$ cat src/shared/monitor_cfg_regs.vh
// Register offsets, field positions and reset values for the monitor config bank
`ifndef MONITOR_CFG_REGS_VH
`define MONITOR_CFG_REGS_VH

// ****************************************
// Offsets
// ****************************************
`define OFS_PIN_CFG_B       8'h09
`define OFS_PIN_CFG_C       8'h0a
`define OFS_PIN_CFG_D       8'h0b
`define OFS_NVM_FACTORY     8'h0c
`define OFS_INT_ALARM_LIM   8'h0d
`define OFS_REM1_ALARM_LIM  8'h0e
`define OFS_REM2_ALARM_LIM  8'h0f
`define OFS_INT_FAN_START   8'h10
`define OFS_REM1_FAN_START  8'h11
`define OFS_REM2_FAN_START  8'h12
`define OFS_NVM_CONTROL     8'h13
`define OFS_TEST_ONE        8'h14
`define OFS_TEST_TWO        8'h15
`define OFS_MAKER_ID        8'h16
`define OFS_REVISION        8'h17
`define OFS_MASK_SUPPLY     8'h18
`define OFS_MASK_ANALOG     8'h19
`define OFS_MASK_FAN        8'h1a

// ****************************************
// Reset values
// ****************************************
`define RST_ZERO            8'h00
`define RST_INT_ALARM_LIM   8'h37
`define RST_REM_ALARM_LIM   8'h50
`define RST_INT_FAN_START   8'h28
`define RST_REM_FAN_START   8'h40
// Arbitrary identity values
`define MAKER_ID_VALUE      8'h5a
`define REV_GENERATION      4'h3
`define REV_MINOR           4'h0

// ****************************************
// Field positions of nvm control and pin counts
// ****************************************
`define NVM_READ_BIT        0
`define NVM_PROG_BIT        1
`define NVM_ERASE_BIT       2
`define NVM_WP_BIT          3
`define NVM_STRETCH_BIT     7
`define PINS_PER_GROUP      4
`define PIN_COUNT           12

`endif

$ cat src/design/monitor_config_mask_registers.v
// Configuration, alarm limit and interrupt mask register bank of the monitor
`include "monitor_cfg_regs.vh"
module monitor_config_mask_registers (
  input  wire        i_clock,
  input  wire        i_rst_b,
  input  wire        i_wr_en,
  input  wire        i_rd_en,
  input  wire [7:0]  i_addr,
  input  wire [7:0]  i_wdata,
  output reg  [7:0]  o_rdata,
  output wire        o_rd_hit,
  input  wire [7:0]  i_int_temp,
  input  wire [7:0]  i_rem1_temp,
  input  wire [7:0]  i_rem2_temp,
  input  wire        i_alarm_enable,
  output reg         o_thermal_alarm_output,
  input  wire [11:0] i_pin_in,
  input  wire [11:0] i_pin_out,
  output wire [11:0] o_pin_oe,
  output wire [11:0] o_pin_drive,
  output wire [11:0] o_pin_active,
  output wire [7:0]  o_int_fan_start,
  output wire [7:0]  o_rem1_fan_start,
  output wire [7:0]  o_rem2_fan_start,
  output wire        o_nvm_read_mode,
  output wire        o_nvm_prog_mode,
  output wire        o_nvm_erase_mode,
  output wire        o_nvm_protected,
  output wire        o_nvm_prog_allowed,
  input  wire        i_busy,
  output wire        o_stretch_scl,
  input  wire [7:0]  i_evt_supply,
  input  wire [7:0]  i_evt_analog,
  input  wire [7:0]  i_evt_fan,
  input  wire        i_int_clear,
  output reg  [7:0]  o_pend_supply,
  output reg  [7:0]  o_pend_analog,
  output reg  [7:0]  o_pend_fan,
  output wire        o_irq
);

  // ****************************************
  // Storage
  // ****************************************
  reg  [7:0] pin_cfg_group_b;
  reg  [7:0] pin_cfg_group_c;
  reg  [7:0] pin_cfg_group_d;
  reg  [7:0] internal_alarm_limit;
  reg  [7:0] remote1_alarm_limit;
  reg  [7:0] remote2_alarm_limit;
  reg  [7:0] internal_fan_start_temp;
  reg  [7:0] remote1_fan_start_temp;
  reg  [7:0] remote2_fan_start_temp;
  reg  [7:0] nvm_control;
  reg  [7:0] factory_test_one;
  reg  [7:0] factory_test_two;
  reg  [7:0] irq_mask_supply_remote;
  reg  [7:0] irq_mask_analog_inputs;
  reg  [7:0] irq_mask_fan_tach;
  reg  [7:0] next_rdata;
  reg        next_hit;
  reg  [7:0] next_nvm;
  wire       wp_now;
  wire       write_nvm;

  assign write_nvm = i_wr_en && (i_addr == `OFS_NVM_CONTROL);
  assign wp_now    = nvm_control[`NVM_WP_BIT];

  // ****************************************
  // Nvm control next value
  // ****************************************
  always @* begin
    next_nvm = i_wdata;
    next_nvm[`NVM_WP_BIT] = wp_now | i_wdata[`NVM_WP_BIT];
    if (wp_now) begin
      next_nvm[`NVM_PROG_BIT]  = 1'b0;
      next_nvm[`NVM_ERASE_BIT] = 1'b0;
    end
  end

  // ****************************************
  // Register writes
  // ****************************************
  always @(posedge i_clock or negedge i_rst_b) begin
    if (!i_rst_b) begin
      pin_cfg_group_b         <= `RST_ZERO;
      pin_cfg_group_c         <= `RST_ZERO;
      pin_cfg_group_d         <= `RST_ZERO;
      internal_alarm_limit    <= `RST_INT_ALARM_LIM;
      remote1_alarm_limit     <= `RST_REM_ALARM_LIM;
      remote2_alarm_limit     <= `RST_REM_ALARM_LIM;
      internal_fan_start_temp <= `RST_INT_FAN_START;
      remote1_fan_start_temp  <= `RST_REM_FAN_START;
      remote2_fan_start_temp  <= `RST_REM_FAN_START;
      nvm_control             <= `RST_ZERO;
      factory_test_one        <= `RST_ZERO;
      factory_test_two        <= `RST_ZERO;
      irq_mask_supply_remote  <= `RST_ZERO;
      irq_mask_analog_inputs  <= `RST_ZERO;
      irq_mask_fan_tach       <= `RST_ZERO;
    end else if (i_wr_en) begin
      case (i_addr)
        `OFS_PIN_CFG_B:      pin_cfg_group_b <= i_wdata;
        `OFS_PIN_CFG_C:      pin_cfg_group_c <= i_wdata;
        `OFS_PIN_CFG_D:      pin_cfg_group_d <= i_wdata;
        `OFS_INT_ALARM_LIM:  internal_alarm_limit <= i_wdata;
        `OFS_REM1_ALARM_LIM: remote1_alarm_limit <= i_wdata;
        `OFS_REM2_ALARM_LIM: remote2_alarm_limit <= i_wdata;
        `OFS_INT_FAN_START:  internal_fan_start_temp <= i_wdata;
        `OFS_REM1_FAN_START: remote1_fan_start_temp <= i_wdata;
        `OFS_REM2_FAN_START: remote2_fan_start_temp <= i_wdata;
        `OFS_NVM_CONTROL:    nvm_control <= next_nvm;
        `OFS_TEST_ONE:       factory_test_one <= i_wdata;
        `OFS_TEST_TWO:       factory_test_two <= i_wdata;
        `OFS_MASK_SUPPLY:    irq_mask_supply_remote <= i_wdata;
        `OFS_MASK_ANALOG:    irq_mask_analog_inputs <= i_wdata;
        `OFS_MASK_FAN:       irq_mask_fan_tach <= i_wdata;
        // factory byte and identity ignore writes
        default: begin
        end
      endcase
    end
  end

  // ****************************************
  // Read mux
  // ****************************************
  always @* begin
    next_hit   = 1'b1;
    next_rdata = `RST_ZERO;
    case (i_addr)
      `OFS_PIN_CFG_B:      next_rdata = pin_cfg_group_b;
      `OFS_PIN_CFG_C:      next_rdata = pin_cfg_group_c;
      `OFS_PIN_CFG_D:      next_rdata = pin_cfg_group_d;
      `OFS_NVM_FACTORY:    next_rdata = `RST_ZERO;
      `OFS_INT_ALARM_LIM:  next_rdata = internal_alarm_limit;
      `OFS_REM1_ALARM_LIM: next_rdata = remote1_alarm_limit;
      `OFS_REM2_ALARM_LIM: next_rdata = remote2_alarm_limit;
      `OFS_INT_FAN_START:  next_rdata = internal_fan_start_temp;
      `OFS_REM1_FAN_START: next_rdata = remote1_fan_start_temp;
      `OFS_REM2_FAN_START: next_rdata = remote2_fan_start_temp;
      `OFS_NVM_CONTROL:    next_rdata = nvm_control;
      `OFS_TEST_ONE:       next_rdata = factory_test_one;
      `OFS_TEST_TWO:       next_rdata = factory_test_two;
      `OFS_MAKER_ID:       next_rdata = `MAKER_ID_VALUE;
      `OFS_REVISION:       next_rdata = {`REV_GENERATION, `REV_MINOR};
      `OFS_MASK_SUPPLY:    next_rdata = irq_mask_supply_remote;
      `OFS_MASK_ANALOG:    next_rdata = irq_mask_analog_inputs;
      `OFS_MASK_FAN:       next_rdata = irq_mask_fan_tach;
      default:             next_hit = 1'b0;
    endcase
  end

  assign o_rd_hit = i_rd_en & next_hit;

  always @(posedge i_clock or negedge i_rst_b) begin
    if (!i_rst_b) begin
      o_rdata <= `RST_ZERO;
    end else if (i_rd_en) begin
      o_rdata <= next_rdata;
    end
  end

  // ****************************************
  // Thermal alarm
  // ****************************************
  // Strictly greater: a reading equal to the limit does not trip
  always @(posedge i_clock or negedge i_rst_b) begin
    if (!i_rst_b) begin
      o_thermal_alarm_output <= 1'b0;
    end else begin
      o_thermal_alarm_output <= i_alarm_enable &
        ((i_int_temp > internal_alarm_limit) |
         (i_rem1_temp > remote1_alarm_limit) |
         (i_rem2_temp > remote2_alarm_limit));
    end
  end

  // ****************************************
  // Pin groups
  // ****************************************
  pin_cfg_decode u_group_b (
    .i_cfg        (pin_cfg_group_b),
    .i_pin_out    (i_pin_out[3:0]),
    .i_pin_in     (i_pin_in[3:0]),
    .o_dir_out    (o_pin_oe[3:0]),
    .o_pin_drive  (o_pin_drive[3:0]),
    .o_pin_active (o_pin_active[3:0])
  );
  pin_cfg_decode u_group_c (
    .i_cfg        (pin_cfg_group_c),
    .i_pin_out    (i_pin_out[7:4]),
    .i_pin_in     (i_pin_in[7:4]),
    .o_dir_out    (o_pin_oe[7:4]),
    .o_pin_drive  (o_pin_drive[7:4]),
    .o_pin_active (o_pin_active[7:4])
  );
  pin_cfg_decode u_group_d (
    .i_cfg        (pin_cfg_group_d),
    .i_pin_out    (i_pin_out[11:8]),
    .i_pin_in     (i_pin_in[11:8]),
    .o_dir_out    (o_pin_oe[11:8]),
    .o_pin_drive  (o_pin_drive[11:8]),
    .o_pin_active (o_pin_active[11:8])
  );

  // ****************************************
  // Fan start and nvm controls
  // ****************************************
  assign o_int_fan_start  = internal_fan_start_temp;
  assign o_rem1_fan_start = remote1_fan_start_temp;
  assign o_rem2_fan_start = remote2_fan_start_temp;
  assign o_nvm_read_mode    = nvm_control[`NVM_READ_BIT];
  assign o_nvm_prog_mode    = nvm_control[`NVM_PROG_BIT] & ~wp_now;
  assign o_nvm_erase_mode   = nvm_control[`NVM_ERASE_BIT] & ~wp_now;
  assign o_nvm_protected    = wp_now;
  assign o_nvm_prog_allowed = ~wp_now;
  // stretch only when enabled and busy
  assign o_stretch_scl = nvm_control[`NVM_STRETCH_BIT] & i_busy;

  // ****************************************
  // Pending events and masking
  // ****************************************
  // Events set pending regardless of mask so status stays visible
  always @(posedge i_clock or negedge i_rst_b) begin
    if (!i_rst_b) begin
      o_pend_supply <= `RST_ZERO;
      o_pend_analog <= `RST_ZERO;
      o_pend_fan    <= `RST_ZERO;
    end else if (i_int_clear) begin
      // clear, but new events still win
      o_pend_supply <= i_evt_supply;
      o_pend_analog <= i_evt_analog;
      o_pend_fan    <= i_evt_fan;
    end else begin
      o_pend_supply <= o_pend_supply | i_evt_supply;
      o_pend_analog <= o_pend_analog | i_evt_analog;
      o_pend_fan    <= o_pend_fan | i_evt_fan;
    end
  end

  assign o_irq = |(o_pend_supply & ~irq_mask_supply_remote) |
                 |(o_pend_analog & ~irq_mask_analog_inputs) |
                 |(o_pend_fan & ~irq_mask_fan_tach);

endmodule

$ cat src/design/pin_cfg_decode.v
// Split a pin configuration byte into direction and polarity per pin
`include "monitor_cfg_regs.vh"
module pin_cfg_decode (
  input  wire [7:0] i_cfg,
  input  wire [3:0] i_pin_out,
  input  wire [3:0] i_pin_in,
  output wire [3:0] o_dir_out,
  output wire [3:0] o_pin_drive,
  output wire [3:0] o_pin_active
);
  genvar g;
  generate
    for (g = 0; g < `PINS_PER_GROUP; g = g + 1) begin : pin
      assign o_dir_out[g]    = i_cfg[2*g];
      assign o_pin_drive[g]  = i_cfg[2*g+1] ? i_pin_out[g] : ~i_pin_out[g];
      assign o_pin_active[g] = i_cfg[2*g+1] ? i_pin_in[g] : ~i_pin_in[g];
    end
  endgenerate
endmodule

$ cat config.mk
export PLATFORM = sky130hd
export DESIGN_NAME = monitor_config_mask_registers
export DESIGN_NICKNAME = d
export VERILOG_FILES = /design/src/design/monitor_config_mask_registers.v /design/src/design/pin_cfg_decode.v
export VERILOG_INCLUDE_DIRS = /design/src /design/src/shared
export SDC_FILE = /design/constraint.sdc
export NUM_CORES = 1
export LEC_CHECK = 0
export BUFFER_PORTS_ARGS = -buffer_cell sky130_fd_sc_hd__buf_2
export CAP_MARGIN = 20
export CORE_MARGIN = 3
export CORE_UTILIZATION = 50
export DETAILED_ROUTE_END_ITERATION = 8
export PLACE_DENSITY = 0.8
export SLEW_MARGIN = 30
export SYNTH_ARGS = -nofsm -noshare
export SYNTH_HDL_FRONTEND = slang
export SYNTH_SLANG_ARGS = --single-unit
$ cat constraint.sdc
create_clock -name i_clock -period 2.4 [get_ports i_clock]
set_clock_uncertainty 0.1 [all_clocks]
set_input_delay 0.48 -clock i_clock [delete_from_list [all_inputs] [get_ports i_clock]]
set_output_delay 0.48 -clock i_clock [all_outputs]
set_load 0.05 [all_outputs]
==> metrics.cfg, run 1 <==
[placement]
place_congestion = 0.950
hpwl_um = 18900
place_area_mm2 = 0.00954
portBuffers = 195

[yosys]
synth.avg_cell_area_um2 = 10.7
ys_seq_elements = 153
synth_edf_count = 0
synth_nets = 868
synth_seq_area_share = 0.478
synth_cells = 749
synthesis.area_mm2 = 0.00804
async_reset_ff_frac = 1.00
ys.warnings.count = 0
synthDistinctLibCells = 68
synthFlopType = dfrtp_1

[final_layout]
area_delta_synth_final_pct = 26.9
postLayoutCellArea_mm2 = 0.0102
drive_above_1_share = 0.420
final_core_util = 0.659
multi_input_area_mm2 = 0.00373
fill_cells = 1172
regArea_mm2 = 0.00384
fin_nets = 1101

[grt]
antenna_found_initial = 0
grt_pass1_wl_um = 38600
grt_max_degree = 49
grt_pass1_vias = 6878
grt_use_total = 0.287
overflow = 0

[floorplan]
core_area_mm2 = 0.0155
rows = 45
die_h_um = 133
dieArea_mm2 = 0.0176
start_util = 0.519
pin_count = 196
die_w_um = 133

[worst_setup_path]
path_cells = nor2b_1, a21oi_1, o221ai_2, a2111oi_2, buf_4, nand3_2, buf_6
reg2reg_slack_ns = 0.47
start_kind = register
endpoint_kind = output port
cp_data_required_time_ns = 1.82
path_class = reg -> out
crit_path_top_delay_cell = dfrtp_1
critical_path.max_fanout = 2
crit_family = compound AO/OA/AOI/OAI gates
worst_path_largest_cell_delay_ns = 0.38
crit_arrival_ns = 1.87
path_buf_inv = 2

[routing]
dr_total_vias = 7034
post_drt_wl_per_cell_um = 21.1
viasPerCell = 5.83
post-route-drc-count = 0
antenna_left = 0
routed_wl_um = 25500
first_pass_iters = 7
first_iter_violations = 731

[sta]
fin_crit_sh = 1.02
hold_viol_final = 0
finalWorstSetupSlack_ns = -0.0515
setup_viol = 1
fmax_mhz = 408
period_minus_slack_ns = 2.45
max_slew.worst_pin.slew_ns = 0.763
hold_ws_ns = 0.126
rsz0062_at_grt = true
drv_slew = 0
relSlewSlack = 0.491

[pwr]
p_per_area_mw_per_mm2 = 673
p_leak_nw = 5.24
ir_drop_v = 0.000666

[clocking]
clock_path_buffers = 2
numClockSinks = 153
clk_latency_ns = 0.42
cts_tree = built
numCtsBuffers = 17
cts_max_level = 4
cts-root-buf = clkbuf_16
path_clk_slew_ns = 0.06

[run]
drv_cap = 0

[outcome]
status = complete, but fails checks
violations = setup timing

[worst_hold_path]
hold_class = in -> reg

## logic make-up (layout without fill, tap and decap cells)
| family | after synthesis | in the layout | synth area share |
|---|---|---|---|
| fa+ha+maj | 24 | 24 | 0.0374 |
| buf+inv | 108 | 353 | 0.0595 |
| mux | 113 | 113 | 0.160 |
| simple gates | 171 | 171 | 0.107 |
| compound gates | 156 | 156 | 0.132 |
| other cells | 0 | 1 | 0 |
| xor+xnor | 24 | 24 | 0.0262 |
| flops | 153 | 153 | 0.478 |
## power breakdown
group / internal, mW / total [mW] / switching [mW]
registers: 2.74 / 2.87 / 0.132
logic: 0.390 / 1.21 / 0.816
clock network: 1.72 / 2.79 / 1.07
## cell usage after synthesis (all sizes together), types with 16 or more instances
cell    instances  share of area
nand2          71          0.033
xnor2          24          0.026
buf            32          0.024
ha             24          0.037
clkbuf         19         0.0089
mux2           94           0.13
dfrtp         140           0.44
inv            56          0.026
a21o           29          0.027
o21ai          38          0.024
mux2i          16          0.020
nor2           22          0.012
nand3          22          0.014
a21oi          21          0.013
## cells in the final DEF (no fill, tap or decap), drive strengths merged, types with 13 or more instances in the layout
cell type	Yosys	routed
xnor2	24	24
o22ai	13	13
buf	32	264
a21oi	21	21
ha	24	24
mux2i	16	16
o21ai	38	38
inv	56	57
nand3	22	22
nor2	22	22
dfrtp	140	140
dfstp	13	13
a21o	29	29
mux2	94	94
clkbuf	19	22
nand2	71	71
## path summary, 6_finish.rpt
path,depth (start not counted),from,endpoint
hold / removal,2,i_evt_fan[6],o_pend_fan[6]
hold reg to reg,2,nvm_control[1],nvm_control[1]
min in group asynchronous,2,i_rst_b,o_pend_fan[5]
max in group asynchronous,3,i_rst_b,remote1_alarm_limit[4]
setup / recovery,7,o_pend_supply[5],o_irq
setup reg to reg,5,pin_cfg_group_c[3],o_rdata[3]
## area by class of cell
cell class | instances | share of cell area
sequential | 153 | 0.377
multi-input combinational | 488 | 0.366
timing repair buffer | 265 | 0.150
clock buffer | 22 | 0.0465
tap | 211 | 0.0259
inverter | 57 | 0.0210
clock inverter | 9 | 0.0137
antenna | 1 | 0.000245
## repair_timing
item                                    4_1_cts  5_1_grt
pin swaps                                     1        1
resized for setup                             6        0
endpoints found under the hold margin        41        0
endpoints found under the setup margin        1        1
cloned                                        0        0
hold buffers                                  1        0
setup buffers                                 1        0
## metal layers
layer | GRT usage | vias up | part of all wire
met5 | 0 | - | 0
li1 | - | 3132 | -
met1 | 0.393 | 3420 | 0.40
met3 | 0.0646 | 81 | 0.098
met2 | 0.449 | 401 | 0.46
met4 | 0.109 | 0 | 0.033
## stage by stage
step	instances	TNS [ns]	power [mW]	setup slack (ns)
after floorplan	749	0	3.66	0.0516
after global placement	1172	0	4.07	0.00498
after detailed placement	1172	-0.146	4.10	-0.0821
after CTS	1205	-0.177	6.89	-0.177
after global routing	1205	-0.154	7.08	-0.154
final	1206	-0.0515	6.86	-0.0515
Note: power is estimated with default switching activity, not from simulation.
==> run 2, diff against run 1 <==
--- a/config.mk
+++ b/config.mk
@@ -11,8 +11,9 @@
 export CORE_MARGIN = 3
 export CORE_UTILIZATION = 50
 export DETAILED_ROUTE_END_ITERATION = 8
-export PLACE_DENSITY = 0.8
-export SLEW_MARGIN = 30
+export GPL_TIMING_DRIVEN = 1
+export PLACE_DENSITY = 0.81
+export SLEW_MARGIN = 20
 export SYNTH_ARGS = -nofsm -noshare
 export SYNTH_HDL_FRONTEND = slang
 export SYNTH_SLANG_ARGS = --single-unit
==> run 2 against run 1 <==
The flow still finishes with violations (setup timing); die area unchanged; sequential share of layout area shrank 0.52 points; worst hold slack got worse by 0.0013 ns; setup slack lost 0.076 ns; critical path depth is the same; critical path type unchanged; core utilization rose by 0.92 points; global-route usage grew 0.72 points; sequential power hardly changed; via count is 0.37% higher; sequential cell count unchanged.
==> metrics.cfg, run 2 (synthesized netlist as in run 1, its figures left out) <==
[outcome]
status = complete, but fails checks
violations = setup timing

[floorplan]
dieArea_mm2 = 0.0176  ; unchanged
rows = 45  ; unchanged
start_util = 0.519  ; unchanged
die_h_um = 133  ; unchanged
core_area_mm2 = 0.0155  ; unchanged
die_w_um = 133  ; unchanged
pin_count = 196  ; unchanged

[placement]
place_congestion = 1.00  ; +5.3%
portBuffers = 195  ; unchanged
hpwl_um = 19600  ; +3.7%
place_area_mm2 = 0.00965  ; +1.1%
place_ws_ns = -0.00505  ; +0.0771 ns

[clocking]
cts_max_level = 4  ; unchanged
cts_tree = built
numClockSinks = 153  ; unchanged
path_clk_slew_ns = 0.06  ; about the same
clock_path_buffers = 2  ; unchanged
numCtsBuffers = 17  ; unchanged
cts-root-buf = clkbuf_16
clk_latency_ns = 0.43  ; about the same

[sta]
finalWorstSetupSlack_ns = -0.128  ; -0.0765 ns
hold_ws_ns = 0.124  ; -0.00134 ns
relSlewSlack = 0.474  ; -0.0170
period_minus_slack_ns = 2.53  ; +0.0765 ns
fin_crit_sh = 1.05  ; +0.0319
fmax_mhz = 396  ; -3.0%
rsz0062_at_grt = true
max_slew.worst_pin.slew_ns = 0.788  ; +0.0254 ns
hold_viol_final = 0  ; unchanged
drv_slew = 0  ; unchanged
fin_setup_tns_ns = -0.128  ; -0.0765 ns
setup_viol = 1  ; unchanged

[grt]
met3_usage = 0.0852  ; +0.0205
grt_max_degree = 61  ; +24%
overflow = 0  ; unchanged
top_usage_layer = met2
use_met2 = 0.462  ; +0.0130
grt_use_total = 0.295  ; +0.00720
met1_usage = 0.392  ; -0.00119
grt_pass1_wl_um = 39700  ; +2.8%
grt_pass1_vias = 7060  ; +2.6%
antenna_found_initial = 1  ; +1

[worst_setup_path]
crit_path_end = o_irq
path_class = reg -> out
start_kind = register
rr_startpoint = remote2_alarm_limit[2]
cp_data_required_time_ns = 1.82  ; about the same
reg2reg_slack_ns = 0.48  ; about the same
endpoint_kind = output port
crit_path_top_delay_cell = dfrtp_1
critical_path.max_fanout = 2  ; unchanged
crit_arrival_ns = 1.95  ; +0.08 ns
crit_path_start = o_pend_supply[5]
reg2reg_depth = 4  ; -1
r2r_end = o_rdata[2]
path_cells = nor2b_4, a21oi_2, o221ai_2, a2111oi_4, buf_4, nand3_4, buf_8
crit_family = compound AO/OA/AOI/OAI gates
path_buf_inv = 2  ; unchanged
path_depth = 7  ; unchanged
worst_path_largest_cell_delay_ns = 0.39  ; about the same

[final_layout]
final_cell_mix = buf_2, dfrtp_1, mux2_2
fin_nets = 1106  ; +0.45%
drive_above_1_share = 0.423  ; +0.00348
area_delta_synth_final_pct = 28.7
postLayoutCellArea_mm2 = 0.0103  ; +1.4%
num_antenna_cells = 0  ; -1
mostFrequentLayoutCell = buf_2

[run]
drv_cap = 0  ; unchanged

[worst_hold_path]
hold_class = in -> reg

[pwr]
p_per_area_mw_per_mm2 = 666  ; -1.1%
ir_drop_v = 0.000548  ; -18%
total_power_mw = 6.89  ; +0.32%
p_leak_nw = 5.31  ; +1.3%

[routing]
routed_wl_um = 26000  ; +2.1%
viasPerCell = 5.83  ; about the same
first_pass_iters = 6  ; -1
first_iter_violations = 782  ; +7.0%
dr_total_vias = 7060  ; +0.37%
post-route-drc-count = 0  ; unchanged
antenna_left = 0  ; unchanged
post_drt_wl_per_cell_um = 21.5  ; +1.7%

## run 2: cell types whose count changed in the layout (fill, tap and decap cells not counted), moves of 2 or more
cell	change
buf_12	+6
clkinv_2	+3
clkbuf_1	+2
clkinv_4	-2
clkinvlp_4	-2
## run 2: stage by stage
stage,utilization,cells
finish,0.668,1211
detailed placement,0.623,1176
CTS,0.665,1210
floorplan,-,749
global placement,0.623,1176
global route,0.668,1211
## run 2: repair_timing
item	CTS	global route
endpoints found under the setup margin	1	2
gates resized for setup	6	8
hold buffers	1	0
pin swaps	1	1
endpoints found under the hold margin	51	0
setup buffers	1	1
## run 2: worst min-delay path by stage
stage | from | end | slack [ns] | cells after the start
2_1_floorplan | i_rst_b | factory_test_one[0] | 0.08 | 0
3_3_place_gp | nvm_control[6] | nvm_control[6] | 0.37 | 2
3_5_place_dp | nvm_control[6] | nvm_control[6] | 0.37 | 2
4_1_cts | i_evt_analog[5] | o_pend_analog[5] | 0.12 | 2
5_1_grt | i_evt_analog[7] | o_pend_analog[7] | 0.13 | 2
6_report | i_evt_analog[5] | o_pend_analog[5] | 0.12 | 2
## run 2: power breakdown
part | switching (mW) | internal [mW] | total, mW
registers | 0.136 | 2.74 | 2.87
clock network | 1.03 | 1.74 | 2.78
logic | 0.829 | 0.409 | 1.24
total | 2.00 | 4.89 | 6.89
## run 2: cell type report
cell class                 instances  area [µm²]
multi-input combinational        488        3760
timing repair buffer             270        1650
fill                            1169        5140
inverter                          57         214
clock inverter                     7         114
tap                              211         264
sequential                       153        3840
clock buffer                      25         495
## run 2: metal layers
layer	wire length, µm	share of wire
met1	10600	0.41
met2	12000	0.46
met3	2760	0.11
met4	716	0.028
met5	13	0.00050
## run 2: worst register-to-register path, delay by kind of cell, from the launching register on
kind | cells | cell delay [ns]
mux | 1 | 0.52
compound gates | 3 | 0.78
flops | 1 | 0.40
==> run 3, diff against run 2 <==
--- a/config.mk
+++ b/config.mk
@@ -8,6 +8,7 @@
 export LEC_CHECK = 0
 export BUFFER_PORTS_ARGS = -buffer_cell sky130_fd_sc_hd__buf_2
 export CAP_MARGIN = 20
+export CORE_ASPECT_RATIO = 1.2
 export CORE_MARGIN = 3
 export CORE_UTILIZATION = 50
 export DETAILED_ROUTE_END_ITERATION = 8
==> run 3 against run 2 <==
Sequential power is essentially flat; register-to-register slack lost 0.06 ns; critical path depth shrank 1; setup slack gained 0.20 ns; die area is essentially flat; largest power group is now clock; fmax grew 8.4%; core utilization shrank 1.7 points; highest routed layer is now met4; non-clock buffer count shrank 9; the flow now finishes without violations; first-iteration DRC count shrank 32%.
==> metrics.cfg, run 3 (synthesized netlist as in run 1, its figures left out) <==
[outcome]
status = complete, no violations

[floorplan]
pin_count = 196  ; unchanged
start_util = 0.512  ; -0.00724
dieArea_mm2 = 0.0176  ; about the same
core_area_mm2 = 0.0157  ; +1.4%
die_w_um = 122  ; -8.3%
rows = 50  ; +11%
die_h_um = 145  ; +9.1%

[worst_setup_path]
crit_arrival_ns = 1.75  ; -0.20 ns
endpoint_kind = output port
path_class = reg -> out
worst_path_largest_cell_delay_ns = 0.38  ; about the same
crit_family = compound AO/OA/AOI/OAI gates
cp_data_required_time_ns = 1.82  ; about the same
path_buf_inv = 1  ; -1
path_cells = nor2b_4, a21oi_2, o221ai_2, a2111oi_2, nand3_1, buf_6
critical_path.max_fanout = 2  ; unchanged
crit_path_top_delay_cell = dfrtp_1
start_kind = register

[clocking]
path_clk_slew_ns = 0.06  ; about the same
cts_tree = built
numCtsBuffers = 17  ; unchanged
clock_path_buffers = 2  ; unchanged
clk_latency_ns = 0.43  ; about the same
cts-root-buf = clkbuf_16
cts_max_level = 4  ; unchanged
numClockSinks = 153  ; unchanged

[final_layout]
fin_nets = 1097  ; -0.81%
area_delta_synth_final_pct = 27.2
num_antenna_cells = 0  ; unchanged
fill_cells = 1262  ; +8.0%
final_cell_mix = buf_2, dfrtp_1, mux2_2
regArea_mm2 = 0.00384  ; unchanged
postLayoutCellArea_mm2 = 0.0102  ; -1.2%
final_core_util = 0.651  ; -0.0171
multi_input_area_mm2 = 0.00374  ; -0.66%
mostFrequentLayoutCell = buf_2
drive_above_1_share = 0.417  ; -0.00625

[pwr]
combPwrFrac = 0.174  ; -0.006
p_int_mw = 4.98  ; +1.9%
p_per_area_mw_per_mm2 = 683  ; +2.6%
clkPwrFrac = 0.414  ; +0.011
swShare = 0.286  ; -0.00414
seqPwrFrac = 0.411  ; -0.006
p_switching_mw = 1.99  ; about the same
ir_drop_v = 0.000575  ; +4.8%
p_leak_nw = 5.25  ; -1.0%

[placement]
place_area_mm2 = 0.00953  ; -1.2%
hpwl_um = 19300  ; -1.2%
place_congestion = 1.00  ; +0.32%
place_ws_ns = -0.0224  ; -0.0174 ns
portBuffers = 195  ; unchanged

[sta]
setup_viol = 0  ; -1
rsz0062_at_grt = true
fmax_mhz = 429  ; +8.4%
hold_ws_ns = 0.124  ; -0.000744 ns
fin_setup_tns_ns = 0  ; +0.128 ns
relSlewSlack = 0.559  ; +0.0855
finalWorstSetupSlack_ns = 0.0672  ; +0.195 ns
fin_crit_sh = 0.972  ; -0.0813
hold_viol_final = 0  ; unchanged
period_minus_slack_ns = 2.33  ; -0.195 ns
max_slew.worst_pin.slew_ns = 0.660  ; -0.128 ns
drv_slew = 0  ; unchanged

[routing]
post-route-drc-count = 0  ; unchanged
antenna_left = 0  ; unchanged
post_drt_wl_per_cell_um = 21.6  ; +0.74%
first_iter_violations = 532  ; -32%
routed_wl_um = 26000  ; -0.26%
first_pass_iters = 5  ; -1
dr_total_vias = 7063  ; +0.042%
viasPerCell = 5.89  ; +1.0%

[grt]
antenna_found_initial = 0  ; -1
grt_max_degree = 50  ; -18%
grt_pass1_wl_um = 39200  ; -1.2%
grt_use_total = 0.298  ; +0.00315
overflow = 0  ; unchanged
grt_pass1_vias = 6923  ; -1.9%

[worst_hold_path]
hold_class = in -> reg

[run]
drv_cap = 0  ; unchanged

run 3: routing by layer:
layer | up-vias | part of all wire | GRT usage
li1 | 3126 | - | -
met5 | - | 0 | 0
met3 | 92 | 0.077 | 0.0634
met1 | 3463 | 0.37 | 0.357
met2 | 382 | 0.50 | 0.513
met4 | 0 | 0.046 | 0.143
run 3: what timing repair did:
| item | CTS | global route |
|---|---|---|
| resized for setup | 5 | 4 |
| pin swaps | 2 | 2 |
| hold buffers | 1 | 0 |
| setup endpoints to repair | 1 | 2 |
| setup buffers | 1 | 0 |
| hold endpoints to repair | 40 | 0 |
run 3: power by group through the flow:
stage	Sequential, mW	Combinational [mW]	Clock (mW)
floorplan	3.06	0.600	0
global placement	2.91	1.18	0
detailed placement	2.91	1.20	0
CTS	2.87	1.21	2.92
global route	2.88	1.30	3.05
finish	2.87	1.22	2.89
run 3: final timing paths:
| path | cells after the start | slack (ns) | endpoint | from |
|---|---|---|---|---|
| max in group asynchronous | 3 | 0.99 | o_pend_supply[3] | i_rst_b |
| worst min register to register | 2 | 0.39 | nvm_control[1] | nvm_control[1] |
| worst max-delay path | 6 | 0.07 | o_irq | o_pend_supply[5] |
| worst min-delay path | 2 | 0.12 | o_pend_fan[1] | i_evt_fan[1] |
| worst max register to register | 4 | 0.42 | o_rdata[2] | remote2_alarm_limit[2] |
| min in group asynchronous | 2 | 0.46 | o_thermal_alarm_output | i_rst_b |
run 3: metrics by stage:
stage | cells | power, mW
6_report | 1199 | 6.98
3_3_place_gp | 1165 | 4.08
3_5_place_dp | 1165 | 4.11
5_1_grt | 1199 | 7.23
2_1_floorplan | 749 | 3.66
4_1_cts | 1199 | 7.00
run 3: area by class of cell:
cell class / instances / area share
Clock buffer: 25 / 0.0485
Clock inverter: 7 / 0.0138
Inverter: 57 / 0.0209
Multi-Input combinational cell: 488 / 0.366
Sequential cell: 153 / 0.376
Tap cell: 208 / 0.0255
Timing Repair Buffer: 261 / 0.149
